$ cat src/core/bbar_pkg.sv
// Constants, carrier types and helper functions of the bit-band alias remapper
package bbar_pkg;

  // ***************************************************************
  // Address map
  // ***************************************************************
  localparam logic [31:0] SRAM_BB_BASE    = 32'h2000_0000;
  localparam logic [31:0] SRAM_ALIAS_BASE = 32'h2200_0000;
  localparam logic [31:0] PERI_BB_BASE    = 32'h4000_0000;
  localparam logic [31:0] PERI_ALIAS_BASE = 32'h4200_0000;
  localparam logic [31:0] ALIAS_SIZE      = 32'h0200_0000;
  localparam logic [31:0] BB_SIZE         = 32'h0010_0000;

  // Alias offset fields: byte offset times 32, bit number times 4
  localparam int ALIAS_BYTE_LSB = 5;
  localparam int ALIAS_BYTE_MSB = 24;
  localparam int ALIAS_BIT_LSB  = 2;
  localparam int ALIAS_BIT_MSB  = 4;

  // ***************************************************************
  // Access sizes and reset values
  // ***************************************************************
  localparam logic [1:0]  SIZE_BYTE  = 2'h0;
  localparam logic [1:0]  SIZE_HALF  = 2'h1;
  localparam logic [1:0]  SIZE_WORD  = 2'h2;
  localparam logic [31:0] DATA_RESET = 32'h0000_0000;
  localparam logic [31:0] ALIAS_ONE  = 32'h0000_0001;

  // ***************************************************************
  // Types
  // ***************************************************************
  typedef enum logic [2:0] {
    S_IDLE     = 3'h0,
    S_ISSUE    = 3'h1,
    S_WAIT     = 3'h3,
    S_WR_ISSUE = 3'h2,
    S_WR_WAIT  = 3'h6,
    S_RESP     = 3'h7
  } bbar_state_type;

  typedef struct packed {
    logic [31:0] addr;
    logic        write;
    logic [1:0]  size;
    logic [31:0] wdata;
    logic        fetch;
  } bbar_req_type;

  typedef struct packed {
    logic [31:0] rdata;
    logic        err;
  } bbar_rsp_type;

  typedef struct packed {
    logic [31:0] addr;
    logic        write;
    logic [1:0]  size;
    logic [31:0] wdata;
    logic        lock;
  } bbar_mem_type;

  typedef struct packed {
    logic        remap;
    logic        err;
    logic [31:0] addr;
    logic [1:0]  size;
    logic [4:0]  pos;
  } bbar_map_type;

  // ***************************************************************
  // Functions
  // ***************************************************************
  function automatic logic [31:0] bbar_alias_addr(input logic [31:0] base,
                                                  input logic [19:0] byte_off,
                                                  input logic [2:0]  bit_num);
    bbar_alias_addr = base + {7'h00, byte_off, 5'h00} + {27'h0, bit_num, 2'h0};
  endfunction

  function automatic logic [31:0] bbar_align(input logic [31:0] addr,
                                             input logic [1:0]  size);
    case (size)
      SIZE_WORD: bbar_align = {addr[31:2], 2'h0};
      SIZE_HALF: bbar_align = {addr[31:1], 1'h0};
      default:   bbar_align = addr;
    endcase
  endfunction

  function automatic logic [31:0] bbar_put_bit(input logic [31:0] word,
                                               input logic [4:0]  pos,
                                               input logic        value);
    logic [31:0] result;
    result      = word;
    result[pos] = value;
    bbar_put_bit = result;
  endfunction

endpackage

$ cat src/core/bbar_bridge.sv
// Bit-band alias remapping bridge between the core data bus and memory/peripheral bus
//
// Overview of operation
// - SRAM alias word maps to one bit
// - Peripheral alias word maps to one bit
// - Bit-band spaces at bottom 1 MB
// - Alias offset is byte*32 plus bit*4
// - Bit number 0-7 from alias address
// - Underlying access keeps the alias access size
// - Alias write is read-modify-write of one bit
// - SRAM alias fetches pass through unremapped
// - Peripheral alias fetches are rejected
// - Write data bit 0 sets or clears
// - Write data bits 31:1 are ignored
// - Alias read returns zero or one
// - Direct SRAM bit-band accesses pass through
// - Direct peripheral bit-band accesses pass through
// - Little-endian byte lanes
// - Peripheral alias covers peripheral bit-band space
`timescale 1ns/1ps
module bbar_bridge (
  // Clock and reset
  input  wire logic                   I_CLK,
  input  wire logic                   I_RST,
  // Upstream request from the core
  input  wire logic                   I_REQ_VALID,
  input  wire bbar_pkg::bbar_req_type I_REQ,
  output logic                        O_REQ_READY,
  // Upstream response
  output logic                        O_RSP_VALID,
  output bbar_pkg::bbar_rsp_type      O_RSP,
  // Downstream memory and peripheral bus
  output logic                        O_MEM_VALID,
  output bbar_pkg::bbar_mem_type      O_MEM,
  input  wire logic                   I_MEM_READY,
  input  wire logic                   I_MEM_RVALID,
  input  wire logic [31:0]            I_MEM_RDATA
);
  import bbar_pkg::*;

  // ***************************************************************
  // Declarations
  // ***************************************************************
  bbar_state_type state;
  bbar_state_type next_state;
  bbar_req_type   cur_req;
  bbar_req_type   next_cur_req;
  bbar_map_type   cur_map;
  bbar_map_type   next_cur_map;
  bbar_mem_type   mem;
  bbar_mem_type   next_mem;
  logic           mem_valid;
  logic           next_mem_valid;
  bbar_rsp_type   rsp;
  bbar_rsp_type   next_rsp;
  logic [31:0]    rd_hold;
  logic [31:0]    next_rd_hold;
  bbar_map_type   map;
  logic           sel_bit;
  logic           rmw;

  // ***************************************************************
  // Address decode
  // ***************************************************************
  bbar_remap u_remap (
    .i_req (I_REQ),
    .o_map (map)
  );

  assign sel_bit = I_MEM_RDATA[cur_map.pos];
  assign rmw     = cur_map.remap && cur_req.write;

  // ***************************************************************
  // Transfer sequencer
  // ***************************************************************
  always_comb begin
    next_state     = state;
    next_cur_req   = cur_req;
    next_cur_map   = cur_map;
    next_mem       = mem;
    next_mem_valid = mem_valid;
    next_rsp       = rsp;
    next_rd_hold   = rd_hold;
    case (state)
      S_IDLE: begin
        if (I_REQ_VALID) begin
          next_cur_req = I_REQ;
          next_cur_map = map;
          if (map.err) begin
            // Fetch from peripheral alias never reaches the bus
            next_rsp   = '{rdata: DATA_RESET, err: 1'b1};
            next_state = S_RESP;
          end else begin
            next_mem_valid = 1'b1;
            next_mem.addr  = map.addr;
            next_mem.size  = map.size;
            // An alias write starts with the read half
            next_mem.write = I_REQ.write && !map.remap;
            next_mem.wdata = map.remap ? DATA_RESET : I_REQ.wdata;
            next_mem.lock  = map.remap && I_REQ.write;
            next_state     = S_ISSUE;
          end
        end
      end
      S_ISSUE: begin
        if (I_MEM_READY) begin
          next_mem_valid = 1'b0;
          next_state     = S_WAIT;
        end
      end
      S_WAIT: begin
        if (I_MEM_RVALID) begin
          if (rmw) begin
            next_rd_hold   = I_MEM_RDATA;
            // Only bit 0 of the alias data decides the new bit value
            next_mem.wdata = bbar_put_bit(I_MEM_RDATA, cur_map.pos,
                                          cur_req.wdata[0]);
            next_mem.write = 1'b1;
            next_mem_valid = 1'b1;
            next_state     = S_WR_ISSUE;
          end else begin
            next_rsp.err = 1'b0;
            if (!cur_map.remap) begin
              next_rsp.rdata = I_MEM_RDATA;
            end else if (sel_bit) begin
              next_rsp.rdata = ALIAS_ONE;
            end else begin
              next_rsp.rdata = DATA_RESET;
            end
            next_state = S_RESP;
          end
        end
      end
      S_WR_ISSUE: begin
        if (I_MEM_READY) begin
          next_mem_valid = 1'b0;
          next_state     = S_WR_WAIT;
        end
      end
      S_WR_WAIT: begin
        if (I_MEM_RVALID) begin
          // Lock falls only once the write half has completed
          next_mem.lock = 1'b0;
          next_rsp      = '{rdata: DATA_RESET, err: 1'b0};
          next_state    = S_RESP;
        end
      end
      S_RESP: begin
        next_mem.lock = 1'b0;
        next_state    = S_IDLE;
      end
      default: begin
        next_mem_valid = 1'b0;
        next_state     = S_IDLE;
      end
    endcase
  end

  always_ff @(posedge I_CLK) begin
    if (I_RST) begin
      state     <= S_IDLE;
      cur_req   <= '0;
      cur_map   <= '0;
      mem       <= '0;
      mem_valid <= 1'b0;
      rsp       <= '0;
      rd_hold   <= DATA_RESET;
    end else begin
      state     <= next_state;
      cur_req   <= next_cur_req;
      cur_map   <= next_cur_map;
      mem       <= next_mem;
      mem_valid <= next_mem_valid;
      rsp       <= next_rsp;
      rd_hold   <= next_rd_hold;
    end
  end

  // ***************************************************************
  // Outputs
  // ***************************************************************
  assign O_REQ_READY = (state == S_IDLE);
  assign O_RSP_VALID = (state == S_RESP);
  assign O_RSP       = rsp;
  assign O_MEM_VALID = mem_valid;
  assign O_MEM       = mem;

  // ***************************************************************
  // Assertions
  // ***************************************************************
  logic [31:0] chk_tbyte;
  logic [31:0] chk_base_bb;
  logic [31:0] chk_base_alias;
  logic [31:0] chk_mask;
  logic        acc_sram_fetch;
  logic        chk_rd_bit;

  assign chk_tbyte      = {O_MEM.addr[31:2], cur_map.pos[4:3]};
  assign chk_base_bb    = (O_MEM.addr[31:28] == SRAM_BB_BASE[31:28]) ? SRAM_BB_BASE
                                                                       : PERI_BB_BASE;
  assign chk_base_alias = (chk_base_bb == SRAM_BB_BASE) ? SRAM_ALIAS_BASE : PERI_ALIAS_BASE;
  assign chk_mask       = 32'h0000_0001 << cur_map.pos;
  assign acc_sram_fetch = I_REQ_VALID && O_REQ_READY && I_REQ.fetch &&
                          ((I_REQ.addr - SRAM_ALIAS_BASE) < ALIAS_SIZE);
  // Bit position straight from the alias word address, independent of the decoder
  assign chk_rd_bit     = I_MEM_RDATA[cur_req.addr[6:2]];
endmodule // bbar_bridge

$ cat src/core/bbar_remap.sv
// Address classifier that turns an alias address into bit-band address and bit position
`timescale 1ns/1ps
module bbar_remap (
  // Upstream request
  input  wire bbar_pkg::bbar_req_type i_req,
  // Decoded mapping
  output bbar_pkg::bbar_map_type      o_map
);
  import bbar_pkg::*;

  logic [31:0] off_sram;
  logic [31:0] off_peri;
  logic [31:0] off;
  logic [31:0] base;
  logic [31:0] tbyte;
  logic        in_sram;
  logic        in_peri;

  always_comb begin
    off_sram = i_req.addr - SRAM_ALIAS_BASE;
    off_peri = i_req.addr - PERI_ALIAS_BASE;
    in_sram  = off_sram < ALIAS_SIZE;
    in_peri  = off_peri < ALIAS_SIZE;
    off      = in_sram ? off_sram : off_peri;
    // Bit-band regions sit at the bottom of their memory regions
    base     = in_sram ? SRAM_BB_BASE : PERI_BB_BASE;
    // Twenty offset bits cover exactly the 1 MB bit-band window
    tbyte    = base + {12'h000, off[ALIAS_BYTE_MSB:ALIAS_BYTE_LSB]};
    o_map.remap = (in_sram && !i_req.fetch) || (in_peri && !i_req.fetch);
    o_map.err   = in_peri && i_req.fetch;
    o_map.size  = i_req.size;
    if (o_map.remap) begin
      o_map.addr = bbar_align(tbyte, i_req.size);
      // Lanes follow the byte address, least significant byte lowest
      o_map.pos  = {tbyte[1:0], off[ALIAS_BIT_MSB:ALIAS_BIT_LSB]};
    end else begin
      o_map.addr = i_req.addr;
      o_map.pos  = 5'h00;
    end
  end

endmodule // bbar_remap

$ cat config.mk
export PLATFORM = sky130hd
export DESIGN_NAME = bbar_bridge
export DESIGN_NICKNAME = d
export VERILOG_FILES = /design/src/core/bbar_pkg.sv /design/src/core/bbar_bridge.sv /design/src/core/bbar_remap.sv
export SDC_FILE = /design/constraint.sdc
export NUM_CORES = 1
export LEC_CHECK = 0
export ABC_AREA = 0
export ABC_CLOCK_PERIOD_IN_PS = 3000
export BUFFER_PORTS_ARGS = -buffer_cell sky130_fd_sc_hd__buf_2
export CAP_MARGIN = 20
export CELL_PAD_IN_SITES_DETAIL_PLACEMENT = 0
export CELL_PAD_IN_SITES_GLOBAL_PLACEMENT = 2
export CORE_MARGIN = 2
export CORE_UTILIZATION = 25
export CTS_BUF_LIST = sky130_fd_sc_hd__clkbuf_8 sky130_fd_sc_hd__clkbuf_16
export CTS_CLUSTER_DIAMETER = 120
export DETAILED_ROUTE_END_ITERATION = 12
export PLACE_DENSITY_LB_ADDON = 0.15
export SLEW_MARGIN = 20
export SYNTH_ARGS = -nofsm -noshare
export SYNTH_HDL_FRONTEND = slang
export SYNTH_HIERARCHICAL = 1
export SYNTH_SLANG_ARGS = --single-unit
$ cat constraint.sdc
create_clock -name I_CLK -period 3 [get_ports I_CLK]
set_input_delay 0.6 -clock I_CLK [delete_from_list [all_inputs] [get_ports I_CLK]]
set_output_delay 0.6 -clock I_CLK [all_outputs]
set_load 0.05 [all_outputs]
=== Word level (Yosys, flattened, before mapping) ===
Cells that the tools add are included.

* Add/sub/neg operators: 3
* $lt $le $gt $ge: 4
* Equality and inequality tests: 17
* Multiplexer cells: 41
* Bitwise operators: 2
* Reductions and logical operators: 23

{| class="wikitable"
|+ Operators by type and width
! cell !! count
|-
| two-way mux 33 bit || 5
|-
| two-way mux 32 bit || 5
|-
| one-hot mux 33 bit (3 select lines) || 1
|-
| two-way mux 36 bit || 2
|-
| < comparator 32 x 26 -> 1 bit, second input constant || 2
|-
| one-hot mux 32 bit (2 select lines) || 1
|-
| adder 31 x 20 -> 32 bit || 1
|-
| bitwise mux 32 bit || 1
|-
| subtractor 32 x 30 -> 32 bit, second input constant || 1
|-
| subtractor 32 x 31 -> 32 bit, second input constant || 1
|-
| two-way mux 31 bit || 1
|-
| two-way mux 25 bit || 1
|-
| two-way mux 3 bit || 7
|-
| != test 2 bit, second input constant || 8
|-
| one-hot mux 3 bit (5 select lines) || 1
|-
| AND reduction 6 bit || 2
|-
| AND reduction 5 bit || 2
|-
| two-way mux 1 bit || 9
|-
| logical AND 1 bit || 7
|-
| == test 3 x 2 -> 1 bit, second input constant || 2
|-
| == test 3 bit, second input constant || 2
|-
| < comparator 5 x 6 -> 1 bit, second input constant || 1
|-
| nonzero test 3 bit || 2
|-
| binary-select mux 1 bit (select 5 bit) || 1
|-
| other kinds (20) || 24
|}

* Flip-flop bits (word level): 113
* Output and inout port bits: 104
* Logic and storage cells: 103

=== Depth between registers and ports, before layout ===
* Depth after elaboration: 9
* Gate-level depth with buffers: 14
* Mapped depth without buffers: 11

=== Modules after synthesis ===
The synthesis kept the hierarchy.

{| class="wikitable"
|+ By module, submodules not included
! module !! times used !! cells each !! area each (µm²)
|-
| bbar_bridge || 1 || 691 || 5,421.4
|-
| bbar_remap || 1 || 80 || 698.2
|}

=== Least setup slack after synthesis ===
OpenSTA, ideal clock, no wires.

* Path type: input port to flip-flop
* Start point: input I_REQ[61] in the netlist's numbering
* End point: register mem (netlist bit O_MEM[10])
* Arrival time: 3.082 ns
* Setup slack: -0.214 ns
* Stages: 14
* Path through: inv_1 > ha_1 > nor4bb_1 > nand2_1 > a2111oi_4 > a31oi_4 > clkbuf_1 > inv_1 > nor2_1 > and2_1 > clkbuf_1 > clkbuf_1 > a211oi_1 > nor3_1

{| class="wikitable"
|+ RTL lines
! item !! RTL line !! text
|-
| start, declared || bbar_bridge.sv:27 || <nowiki>input wire bbar_pkg::bbar_req_type I_REQ,</nowiki>
|-
| end signal, assigned || bbar_bridge.sv:172 || <nowiki>mem <= next_mem;</nowiki>
|-
| end, declared || bbar_bridge.sv:50 || <nowiki>bbar_mem_type mem;</nowiki>
|}

==> reports/results.txt <==
Setup-violating endpoint count in the final report: 0. Counting every sink on the clock net gives 113. Setup repair after global routing left no endpoint under its margin. After detailed routing, the number of remaining DRC violations is 0. The number of port buffers was 208. IR analysis of the VDD net gives a maximum drop of 377 uV.

The number of nets handed over by synthesis was 879. The count of cells along the worst register-to-register path works out to 6. The hold violation total from the final report was 0; the power density over the cells was 750 nW/um2. The H-tree was split into 4 levels.

The run gives 6 as the number of warnings issued by yosys. STA classifies the critical path startpoint as an input port. For this block, wires on met1 add up to 12300 um.

The synthesized design spends more area on one cell type than any other, namely sky130_fd_sc_hd__dfxtp_1. The first global-routing pass estimated 35200 um of wire. In this run the horizontal extent of the chip is 160 um. Signal routing reaches up to met4. After detailed routing, the met3 layer carries 1280 um of wire. The logs give 0 for the number of gates given a new drive strength after cts and 25700 um2 for the die outline area.

In the final design database the tool counted 1045 nets. The final estimated routing congestion in global placement came out at 0.780. After synthesis, the cell types taking the most area are sky130_fd_sc_hd__dfxtp_1 37%, sky130_fd_sc_hd__a21oi_1 6.2%, sky130_fd_sc_hd__nand2_1 6.0%, sky130_fd_sc_hd__nor2_1 5.0%, sky130_fd_sc_hd__a211oi_1 4.0%. The worst hold path belongs to the class reg -> reg. For the number of optimization iterations in the first detailed-route pass, the log shows 7. Measured along the y axis, the die boundary spans 160 um. The finished layout cell area came out at 8050 um2.

The average instance area after synthesis is 7.94 um2, and the hold buffer count at cts is 0. The count of nets left with antenna violations once routing finished came out at 0. In this run the cell area measured after placement is 7430 um2. The share of the synthesized area in the top cell type is 0.370.

Among all flip-flop cells after synthesis, the most frequent one is sky130_fd_sc_hd__dfxtp_1. Fmax: 382 MHz. Once detailed placement completed, the half-perimeter wirelength came to 17000 um.

The floorplan has 57 rows. TritonCTS built the clock tree. The tools report the worst hold slack as 451 ps. The tree is rooted in a sky130_fd_sc_hd__clkbuf_16. The setup skew after layout came out at 19.7 ps.

The routed layout has 6066 vias. After synthesis the cells add up to 6120 um2. At the later pin of the worst-skew pair, clock insertion delay measures 420 ps.

The flow ran to the end, and the final reports show no timing, DRC or antenna violations. In the routed layout, each cell is associated on average with a via count of 4.76. No sink is reached through more buffers than the 2 on the longest clock path. Sequential standard cell area: 2260 um2.

Kind of capture point of the worst setup path: a register. For the number of global-route vias before repair, the log shows 5873. The wire length on met2 was 9220 um. The final cycle utilization of the critical path is 0.871.

The logs give 0 for the buffer count from post-CTS setup fixing and 3320 um2 for the area of combinational cells with multiple inputs. The total overflow left after global routing is 0. The total routing usage reported by global routing is 0.176, and the cell count after synthesis is 771.

In this run, CTS created clock tree buffers numbering 17. In this run the worst path has a maximum fanout of 21. The worst path needs 2610 ps of the cycle, external delays included. Data on the critical path is required at its endpoint by 3270 ps. The fraction of layout instances using a drive strength above 1 was 0.331.

Entering global routing, the biggest net connects 57 pins. The sequential fraction of the synthesis area was 0.370; the number of max-cap violations was 0. Register bit count reported by yosys: 113. After synthesis, the netlist uses 60 different library cells. Dividing the detail-routed wire length by the instance count gives 18.0 um. The relative slew slack was 0.542; the number of enable-type register cells in the synthesized netlist was 0.

The worst setup path is of the in -> reg kind. Counting the fill cells in the layout gives 2672. 209 I/O pins were placed. Most instantiated library cell after synthesis: sky130_fd_sc_hd__dfxtp_1.

The clock-pin slew on the worst setup and hold paths was 60 ps. Counting instances, the worst hold path has a depth of 2. At the pin with the least slew margin, the transition time is 686 ps.

The total count of max-transition violations in the final report came out at 0. Summed over all cells, the static leakage comes to 3.43 nW. Initial antenna violation count: 1. Ranked by instance count, the synthesized netlist is headed by 113 x sky130_fd_sc_hd__dfxtp_1, 98 x sky130_fd_sc_hd__nand2_1, 81 x sky130_fd_sc_hd__nor2_1, 76 x sky130_fd_sc_hd__a21oi_1, 48 x sky130_fd_sc_hd__clkbuf_1.

The core region is 24200 um2. The initial DRC count was 313. The area growth from synthesis to final layout is 31.5%.

Critical path data arrival time: 2880 ps. The starting utilization of the core area is 0.253, and the sum of routed wire length over all layers is 23000 um. Fraction of registers with async set/reset: 0.
## worst max-delay path: stages
cell                        delay [ps]
sky130_fd_sc_hd__buf_2              90
sky130_fd_sc_hd__inv_1              50
sky130_fd_sc_hd__ha_1              230
sky130_fd_sc_hd__o21bai_1          180
sky130_fd_sc_hd__a211o_1           300
sky130_fd_sc_hd__a2111oi_4         430
sky130_fd_sc_hd__a31oi_4            50
sky130_fd_sc_hd__inv_1              90
sky130_fd_sc_hd__nor2_1             60
sky130_fd_sc_hd__and2_1            180
sky130_fd_sc_hd__buf_12            160
sky130_fd_sc_hd__buf_4             140
sky130_fd_sc_hd__a211oi_1          240
sky130_fd_sc_hd__nor3_1             70
## layer usage
metal  global-route usage  vias to the layer above
met3               0.0377                       13
met4               0.0495                        0
met5                    0                        -
met2                0.239                      184
met1                0.274                     2844
li1                     -                     3025
## power breakdown
group / total [mW] / leakage [nW] / internal (mW) / switching [mW]
registers: 1.86 / 0.923 / 1.72 / 0.139
clock network: 2.14 / 0.293 / 1.35 / 0.784
logic: 2.04 / 2.21 / 0.587 / 1.46
## registers in the layout (all words and copies together), names as in the netlist
name and count:
O_MEM 68, cur_req 2, state 3, O_MEM_VALID 1, chk_tbyte 2, O_RSP 33
cur_map 4
## final timing paths
kind	start	endpoint	slack (ps)
worst max-delay path	I_REQ[61]	O_MEM[29]	390
worst min-delay path	O_MEM[63]	O_MEM[63]	450
worst max register to register	cur_map[0]	O_MEM[10]	850
worst min register to register	O_MEM[63]	O_MEM[63]	450
## metrics by stage
| stage | cells | setup slack [ps] | util | power, mW | setup TNS (ps) |
|---|---|---|---|---|---|
| after floorplan | 771 | -9.15 | - | 3.37 | -187 |
| after global placement | 1242 | -6.57 | 0.307 | 3.96 | -28.4 |
| after detailed placement | 1242 | -48.4 | 0.307 | 3.95 | -353 |
| after CTS | 1274 | 383 | 0.333 | 6.12 | 0 |
| after global routing | 1274 | 243 | 0.333 | 6.35 | 0 |
| final | 1275 | 386 | 0.333 | 6.04 | 0 |
## cells in the final DEF (no fill, tap or decap), types with 11 or more instances in the layout
master / count
sky130_fd_sc_hd__nor2_1: 81
sky130_fd_sc_hd__a211oi_1: 33
sky130_fd_sc_hd__mux2_4: 14
sky130_fd_sc_hd__inv_1: 13
sky130_fd_sc_hd__nor2b_1: 11
sky130_fd_sc_hd__mux2i_1: 14
sky130_fd_sc_hd__dfxtp_1: 113
sky130_fd_sc_hd__and2_1: 11
sky130_fd_sc_hd__buf_4: 32
sky130_fd_sc_hd__nand2_1: 98
sky130_fd_sc_hd__a21oi_1: 75
sky130_fd_sc_hd__o21ai_0: 35
sky130_fd_sc_hd__nand3_1: 29
sky130_fd_sc_hd__a22oi_1: 31
sky130_fd_sc_hd__buf_2: 207
sky130_fd_sc_hd__clkbuf_16: 17
sky130_fd_sc_hd__nor3_1: 31
## kinds of logic after synthesis
logic type | share of synthesized area
adders and majority gates | 0.00613
muxes | 0.0830
DFF | 0.370
AOI/OAI and AO/OA | 0.213
xor gates and xnor gates | 0.00143
buffers and inverters | 0.0926
and+or+nand+nor | 0.234
## area by class of cell
type,count,share of cell area
diodes,1,0.000311
clock buffers,19,0.0563
clock inverters,13,0.0199
inverters,12,0.00560
multi-input cells,548,0.413
flip-flops and latches,113,0.281
well taps,324,0.0504
repair buffers,245,0.173
Note: power is estimated with default switching activity, not from simulation.
